## src/hbdc_pkg.sv

```systemverilog
package hbdc_pkg;

  // Clock rate in kHz, used to turn printed times into cycle counts.
  localparam int unsigned CLK_KHZ = 100000;

  // Printed times in their own units.
  localparam int unsigned STANDBY_ENTRY_DELAY_US = 1000;
  localparam int unsigned WAKE_QUALIFY_US        = 5;
  localparam int unsigned WAKE_TIME_US           = 60;
  localparam int unsigned DEAD_TIME_NS           = 200;
  localparam int unsigned REGULATION_OFF_TIME_US = 25;
  localparam int unsigned OC_RETRY_US            = 3000;

  // Cycle counts derived from the rate; least times round up.
  localparam int unsigned STANDBY_CYC = (STANDBY_ENTRY_DELAY_US * CLK_KHZ + 999) / 1000;
  localparam int unsigned QUALIFY_CYC = (WAKE_QUALIFY_US * CLK_KHZ + 999) / 1000;
  localparam int unsigned WAKE_CYC    = (WAKE_TIME_US * CLK_KHZ + 999) / 1000;
  localparam int unsigned DEAD_CYC    = (DEAD_TIME_NS * CLK_KHZ / 1000 + 999) / 1000;
  localparam int unsigned OFF_CYC     = (REGULATION_OFF_TIME_US * CLK_KHZ + 999) / 1000;
  localparam int unsigned RETRY_CYC   = (OC_RETRY_US * CLK_KHZ + 999) / 1000;

  // Counter width covers the longest count.
  localparam int unsigned CNT_W = 20;

  // Bridge drive states after decode and override.
  typedef enum logic [1:0] {
    HBDC_COAST,
    HBDC_REVERSE,
    HBDC_FORWARD,
    HBDC_BRAKE
  } hbdc_drive_t;

  // Power and wake sequencing states.
  typedef enum logic [1:0] {
    HBDC_PWR_STANDBY,
    HBDC_PWR_QUALIFY,
    HBDC_PWR_WAKE,
    HBDC_PWR_RUN
  } hbdc_pwr_t;

endpackage : hbdc_pkg

```

## src/hbdc_drive_control.sv

```systemverilog
`timescale 1ns/1ps
// How it works
// - Both inputs low: all switches off, coast.
// - A low, B high: drive reverse.
// - A high, B low: drive forward.
// - Both high: brake through both low sides.
// - Inputs low past entry delay: enter standby.
// - Standby holds both outputs high impedance.
// - Input high 5us, operational 60us later.
// - Dead interval between switches of a half-bridge.
// - High and low side never on together.
// - Current trip: low sides on for off-time.
// - Mixed decay: inverted first half, slow second.
// - Over-temperature disables all until it clears.
// - Overcurrent on any switch disables everything.
// - Overcurrent retry after 3ms if cleared.
// - Undervoltage disables switches until supply recovers.
module hbdc_drive_control #(
  parameter int unsigned STANDBY_CYC_P = hbdc_pkg::STANDBY_CYC,
  parameter int unsigned RETRY_CYC_P   = hbdc_pkg::RETRY_CYC
) (
  input  wire logic clk_i,
  input  wire logic rst_n_i,
  input  wire logic direction_input_a_i,
  input  wire logic direction_input_b_i,
  input  wire logic current_trip_i,
  input  wire logic overcurrent_i,
  input  wire logic thermal_shutdown_i,
  input  wire logic supply_undervoltage_i,
  input  wire logic mixed_decay_i,
  output logic      high_side_a_o,
  output logic      low_side_a_o,
  output logic      high_side_b_o,
  output logic      low_side_b_o,
  output logic      supplies_on_o,
  output logic      standby_o
);

  localparam int unsigned W = hbdc_pkg::CNT_W;

  // Two-stage synchronisers; stage one is read only by stage two.
  logic [6:0] sync1_reg;
  logic [6:0] sync2_reg;
  always_ff @(posedge clk_i) begin
    if (!rst_n_i) begin
      sync1_reg <= 7'h00;
      sync2_reg <= 7'h00;
    end else begin
      sync1_reg <= {mixed_decay_i, supply_undervoltage_i, thermal_shutdown_i,
                    overcurrent_i, current_trip_i, direction_input_b_i,
                    direction_input_a_i};
      sync2_reg <= sync1_reg;
    end
  end

  logic in_a, in_b, trip, oc_flag, hot_flag, uv_flag, mixed;
  assign in_a  = sync2_reg[0];
  assign in_b  = sync2_reg[1];
  assign trip  = sync2_reg[2];
  assign oc_flag  = sync2_reg[3];
  assign hot_flag = sync2_reg[4];
  assign uv_flag  = sync2_reg[5];
  assign mixed = sync2_reg[6];

  // Standby and wake sequencing. The device starts asleep, so a host must wake it.
  hbdc_pkg::hbdc_pwr_t pwr_reg;
  logic [W-1:0]        pwr_cnt_reg;
  logic                any_in;
  assign any_in = in_a | in_b;
  always_ff @(posedge clk_i) begin
    if (!rst_n_i) begin
      pwr_reg     <= hbdc_pkg::HBDC_PWR_STANDBY;
      pwr_cnt_reg <= '0;
    end else begin
      unique case (pwr_reg)
        hbdc_pkg::HBDC_PWR_STANDBY: begin
          pwr_cnt_reg <= '0;
          if (any_in) pwr_reg <= hbdc_pkg::HBDC_PWR_QUALIFY;
        end
        hbdc_pkg::HBDC_PWR_QUALIFY: begin
          // A short glitch drops back without waking.
          if (!any_in) begin
            pwr_reg     <= hbdc_pkg::HBDC_PWR_STANDBY;
            pwr_cnt_reg <= '0;
          end else if (pwr_cnt_reg == W'(hbdc_pkg::QUALIFY_CYC - 1)) begin
            pwr_reg     <= hbdc_pkg::HBDC_PWR_WAKE;
            pwr_cnt_reg <= '0;
          end else begin
            pwr_cnt_reg <= pwr_cnt_reg + 1'b1;
          end
        end
        hbdc_pkg::HBDC_PWR_WAKE: begin
          if (pwr_cnt_reg == W'(hbdc_pkg::WAKE_CYC - 1)) begin
            pwr_reg     <= hbdc_pkg::HBDC_PWR_RUN;
            pwr_cnt_reg <= '0;
          end else begin
            pwr_cnt_reg <= pwr_cnt_reg + 1'b1;
          end
        end
        hbdc_pkg::HBDC_PWR_RUN: begin
          if (any_in) begin
            pwr_cnt_reg <= '0;
          end else if (pwr_cnt_reg == W'(STANDBY_CYC_P)) begin
            pwr_reg     <= hbdc_pkg::HBDC_PWR_STANDBY;
            pwr_cnt_reg <= '0;
          end else begin
            pwr_cnt_reg <= pwr_cnt_reg + 1'b1;
          end
        end
      endcase
    end
  end

  // Overcurrent latch with retry timer; retries only once the flag is gone.
  logic         oc_reg;
  logic [W-1:0] oc_cnt_reg;
  always_ff @(posedge clk_i) begin
    if (!rst_n_i) begin
      oc_reg     <= 1'b0;
      oc_cnt_reg <= '0;
    end else if (oc_flag) begin
      oc_reg     <= 1'b1;
      oc_cnt_reg <= '0;
    end else if (oc_reg) begin
      if (oc_cnt_reg >= W'(RETRY_CYC_P - 1)) begin
        oc_reg     <= 1'b0;
        oc_cnt_reg <= '0;
      end else begin
        oc_cnt_reg <= oc_cnt_reg + 1'b1;
      end
    end
  end

  logic fault;
  assign fault = oc_reg | hot_flag | uv_flag;

  // Regulation off-time. A trip during the off-time does not restart it.
  logic         off_reg;
  logic [W-1:0] off_cnt_reg;
  always_ff @(posedge clk_i) begin
    if (!rst_n_i || fault) begin
      off_reg     <= 1'b0;
      off_cnt_reg <= '0;
    end else if (!off_reg) begin
      off_reg     <= trip && pwr_reg == hbdc_pkg::HBDC_PWR_RUN;
      off_cnt_reg <= '0;
    end else if (off_cnt_reg == W'(hbdc_pkg::OFF_CYC - 1)) begin
      off_reg     <= 1'b0;
      off_cnt_reg <= '0;
    end else begin
      off_cnt_reg <= off_cnt_reg + 1'b1;
    end
  end

  // Decode and override into one target drive state.
  hbdc_pkg::hbdc_drive_t want;
  always_comb begin
    unique case ({in_a, in_b})
      2'b00:   want = hbdc_pkg::HBDC_COAST;
      2'b01:   want = hbdc_pkg::HBDC_REVERSE;
      2'b10:   want = hbdc_pkg::HBDC_FORWARD;
      default: want = hbdc_pkg::HBDC_BRAKE;
    endcase
    if (off_reg) begin
      if (mixed && off_cnt_reg < W'(hbdc_pkg::OFF_CYC / 2)) begin
        unique case ({in_a, in_b})
          2'b01:   want = hbdc_pkg::HBDC_FORWARD;
          2'b10:   want = hbdc_pkg::HBDC_REVERSE;
          default: want = hbdc_pkg::HBDC_BRAKE;
        endcase
      end else begin
        want = hbdc_pkg::HBDC_BRAKE;
      end
    end
    if (pwr_reg != hbdc_pkg::HBDC_PWR_RUN) want = hbdc_pkg::HBDC_COAST;
    if (fault) want = hbdc_pkg::HBDC_COAST;
  end

  // Per half-bridge request: 2'b10 high on, 2'b01 low on, 2'b00 both off.
  logic [1:0] req_a, req_b;
  always_comb begin
    unique case (want)
      hbdc_pkg::HBDC_COAST:   begin req_a = 2'b00; req_b = 2'b00; end
      hbdc_pkg::HBDC_REVERSE: begin req_a = 2'b01; req_b = 2'b10; end
      hbdc_pkg::HBDC_FORWARD: begin req_a = 2'b10; req_b = 2'b01; end
      hbdc_pkg::HBDC_BRAKE:   begin req_a = 2'b01; req_b = 2'b01; end
    endcase
  end

  // Handshake per half-bridge: a switch turns on only after both have been off
  // for the dead interval. Turning off is immediate, so faults act at once.
  logic [1:0] req [2];
  assign req[0] = req_a;
  assign req[1] = req_b;
  logic [1:0] sw_reg [2];
  genvar g;
  generate
    for (g = 0; g < 2; g++) begin : g_half
      logic [7:0] dead_cnt_reg;
      always_ff @(posedge clk_i) begin
        if (!rst_n_i) begin
          sw_reg[g]    <= 2'b00;
          dead_cnt_reg <= 8'h00;
        end else if (sw_reg[g] != 2'b00 && sw_reg[g] != req[g]) begin
          sw_reg[g]    <= 2'b00;
          dead_cnt_reg <= 8'h00;
        end else if (sw_reg[g] == 2'b00) begin
          if (dead_cnt_reg < 8'(hbdc_pkg::DEAD_CYC)) begin
            dead_cnt_reg <= dead_cnt_reg + 8'h01;
          end else begin
            sw_reg[g] <= req[g];
          end
        end
      end
    end
  endgenerate

  assign high_side_a_o = sw_reg[0][1];
  assign low_side_a_o  = sw_reg[0][0];
  assign high_side_b_o = sw_reg[1][1];
  assign low_side_b_o  = sw_reg[1][0];

  // Qualification still counts as standby, so a short glitch never powers up the supplies.
  logic asleep;
  assign asleep = (pwr_reg == hbdc_pkg::HBDC_PWR_STANDBY) ||
                  (pwr_reg == hbdc_pkg::HBDC_PWR_QUALIFY);

  // Supplies drop on thermal or overcurrent shutdown and while asleep.
  always_ff @(posedge clk_i) begin
    if (!rst_n_i) begin
      supplies_on_o <= 1'b0;
      standby_o     <= 1'b1;
    end else begin
      supplies_on_o <= !(hot_flag | oc_reg) && !asleep;
      standby_o     <= asleep;
    end
  end

endmodule : hbdc_drive_control

```

## config.mk

```make
export PLATFORM = sky130hd
export DESIGN_NAME = hbdc_drive_control
export DESIGN_NICKNAME = d
export VERILOG_FILES = /design/src/hbdc_pkg.sv /design/src/hbdc_drive_control.sv
export SDC_FILE = /design/constraint.sdc
export NUM_CORES = 1
export LEC_CHECK = 0
export BUFFER_PORTS_ARGS = -buffer_cell sky130_fd_sc_hd__buf_2
export CAP_MARGIN = 5
export CORE_MARGIN = 2
export CORE_UTILIZATION = 65
export CTS_BUF_LIST = sky130_fd_sc_hd__clkbuf_8
export DETAILED_ROUTE_END_ITERATION = 12
export HOLD_SLACK_MARGIN = 0.06
export MAX_ROUTING_LAYER = met4
export PLACE_DENSITY = 0.94
export SYNTH_ARGS = -nofsm -noshare
export SYNTH_HDL_FRONTEND = slang
export SYNTH_SLANG_ARGS = --single-unit
```

## constraint.sdc

```tcl
create_clock -name clk_i -period 5.2 [get_ports clk_i]
set_clock_uncertainty 0.15 [all_clocks]
set_input_delay 0.52 -clock clk_i [delete_from_list [all_inputs] [get_ports clk_i]]
set_output_delay 0.52 -clock clk_i [all_outputs]
set_load 0.005 [all_outputs]
```

==> results.txt <==
----------------------------------------------------
[Die]
  Die width ... between 80 and 90 um
  Initial core utilization ... between 60% and 70%
  Top Ports ... 15
  Total core area ... 6756 um2
  Vert. Die Dim ... around 88 um
  Number of standard-cell rows in the floorplan ... 30
  Die Area ... around 7700 um2

[Global routing]
  Global-route total usage across every layer ... between 20% and 30%
  Largest net degree at the start of global routing ... 29
  Initial antenna violation count ... 0
  GR Overflow Total ... 0
  Vias in the first global route ... between 3k and 4k
  Wire length of the first global-routing pass ... ~15000 um

[Routing]
  Mean number of vias per cell ... roughly 6.1
  Avg WL per Cell ... roughly 15 um
  Remaining antenna violation count after routing ... 0
  Total routed wirelength ... 8905 um
  Routed vias ... between 3k and 4k
  DR DRC count ... 0
  Number of optimization iterations in the first detailed-route pass ... 5
  DRC marker count from the first detailed-route iteration ... roughly 250

[Critical path]
  Required time of the critical path ... approximately 5300 ps
  Nature of the critical path endpoint ... flop
  Number of buffers and inverters on the critical path ... 0
  Slowest stage cell, crit path ... nand3_1
  Class of the most critical setup path ... reg -> reg
  Largest delay contributor family on the critical path ... simple AND/OR/NAND/NOR gates
  Cell-by-cell trace of the critical path ... ha_1 > or4bb_1 > nor4_1 > nand2_1 > nand3_1 > o41ai_1
  Biggest fanout along the worst timing path ... 21
  Delay of the slowest cell on the worst path ... roughly 570 ps
  Arr. time, crit path ... about 2700 ps
  Startpoint type of the worst setup path ... flop
  FF-to-FF setup slack ... around 2600 ps

[Logic synthesis]
  Fraction of synthesis flops using an asynchronous set or reset pin ... 0%
  Number of distinct library cells after synthesis ... 60
  Largest area contributor in the synthesized netlist ... dfxtp_1
  Post-Syn Area per Cell ... 9.113 um2
  Share of the synthesized area in the top cell type ... between 40 and 50%
  Post-synthesis instance total ... ~500
  Number of nets in the synthesized netlist ... 513
  Most instantiated flip-flop cell in the synthesis netlist ... dfxtp_1
  Synth warn ... 0
  Flip-flop and latch count after synthesis ... 100
  Sequential share of the synthesized area ... 45.00%
  Mapped cell area ... approximately 4500 um2
  Ranking of synthesized cells by area ... dfxtp_1 42%, nor2_1 6.5%, xnor2_1 5.2%
  EDFF count, synth ... 4

[Clock tree]
  Clock tree from TritonCTS ... done
  Clock latency on the worst-skew pair ... about 370 ps
  Buffers inserted during post-CTS setup optimization ... 0
  Register clock-pin slew on the reported worst setup and hold paths ... 100 ps
  Clock root cell ... clkbuf_8
  Clock buffer count from CTS ... 9
  H-tree Lvls ... 3
  # resized after CTS ... 0
  CTS max path bufs ... 2
  CTS sink cnt ... 100
  Cts-stage hold buffer count ... 0

[Place]
  Placer congestion estimate ... 0.8917
  HPWL after DPL ... between 6000 and 7000 um
  Number of buffers added on ports ... 14

[Timing]
  Final hold slack ... about 210 ps
  Number of failing setup endpoints in the final timing report ... 0
  Worst slew pin tran ... 816.3 ps
  Achievable clock frequency ... between 0.3 and 0.4 GHz
  Unrepaired setup endpoints after global routing ... no
  Final count of pins violating max slew ... 0
  Worst relative slew slack ... approximately 45%
  Final min period ... 2628 ps
  Number of hold-slack violations in the final timing report ... 0
  Portion of the clock cycle consumed by the worst path in the final layout ... just over 50%
  Total Neg Setup Slack ... 0 ps

[Cells and area]
  Syn-to-layout area delta ... 7.334%
  ANT cells ... 0
  Final net count ... 524
  Top library cells by usage in the layout, fill and taps aside ... 96 x dfxtp_1, 79 x nor2_1, 29 x nand3_1, 27 x nand2_1, 27 x xnor2_1
  Layout cell share with drive strength beyond 1 ... about a tenth
  Count of filler cells inserted in the layout ... 457
  Most frequent standard cell in the layout excluding fill and tap cells ... dfxtp_1

[Power and ir drop]
  Total power divided by cell area ... approximately 280 nW/um2
  Worst voltage drop across the vdd grid ... slightly above 0.2 mV
  Reported leakage power ... 1.636 nW

[Status]
  Outcome ... completed

[Hold path]
  Worst hold path class ... in -> reg

[Job]
  Number of max-cap violations ... 0

----------------------------------------------------
==> worst paths after layout <==
| path | from | to | cells past startpoint |
|---|---|---|---|
| setup / recovery | off_cnt_reg[1] | off_reg | 6 |
| hold / removal | direction_input_b_i | sync1_reg[1] | 2 |
| setup reg to reg | off_cnt_reg[1] | off_reg | 6 |
| hold reg to reg | g_half[0].dead_cnt_reg[6] | g_half[0].dead_cnt_reg[6] | 2 |
==> cell usage after synthesis (all sizes together) (3+ instances only) <==
cell	count
xnor2	27
and2	17
edfxtp	4
o31ai	3
nor2b	4
or4	4
nand2	27
or3	3
xor2	21
nand2b	9
a22o	9
o21ai	7
nor4	12
nand3	29
nor3	16
a31oi	10
dfxtp	96
a41oi	4
nand3b	3
inv	14
buf	7
and4	5
clkbuf	10
o41ai	3
a21o	3
and3	9
a211oi	4
a21oi	12
ha	6
nor2	79
nand4	13
==> kinds of logic (layout without fill, tap and decap cells) <==
group	count (synthesis)	in the layout	share of synthesized area (%)
and+or+nand+nor	245	245	28.76
muxes	3	3	0.6893
buffers and inverters	31	47	2.977
DFF	100	100	45.00
AOI/OAI and AO/OA	65	65	11.66
xor gates and xnor gates	48	48	9.264
adders and majority gates	6	6	1.654
==> where the power goes <==
part           switching (W)  leakage (nW)  total [W]  internal, W
Clock               0.000267         0.110   0.000541     0.000274
Combinational      0.0000295         0.704  0.0000514    0.0000219
Sequential         0.0000104         0.821   0.000791     0.000781
==> worst register-to-register path, cell delays in order, from the launching register on <==
cell     delay, ps
dfxtp_1        400
ha_1           250
or4bb_1        510
nor4_1         310
nand2_1         90
nand3_1        570
o41ai_1        180
==> area by class of cell <==
class / instances / area (um2) / area share (%)
timing repair buffer: 17 / 92.59 / 1.901
inverter: 14 / 52.55 / 1.079
clock buffer: 9 / 123.9 / 2.543
clock inverter: 7 / 98.84 / 2.029
multi-input combinational: 367 / 2361 / 48.47
tap: 80 / 100.1 / 2.055
sequential: 100 / 2042 / 41.92
==> metrics by stage <==
stage	setup slack (ps)	power [W]	area, um2	cells	util [%]
finish	2572	0.001384	4871	594	72.09
global route	2345	0.001423	4871	594	72.09
CTS	2603	0.001394	4871	594	72.09
detailed placement	2621	0.0008599	4648	578	68.80
global placement	2691	0.0008569	4648	578	68.80
floorplan	2750	0.0008454	4538	498	-
==> routing by layer <==
layer / routed length [um] / vias up / global-route usage (%)
met5: 0 / - / -
met4: 218 / 0 / 11.61
met3: 409 / 27 / 6.126
met2: 4448 / 110 / 41.18
met1: 3829 / 1702 / 30.99
li1: - / 1781 / -
Note: power is estimated with default switching activity, not from simulation.
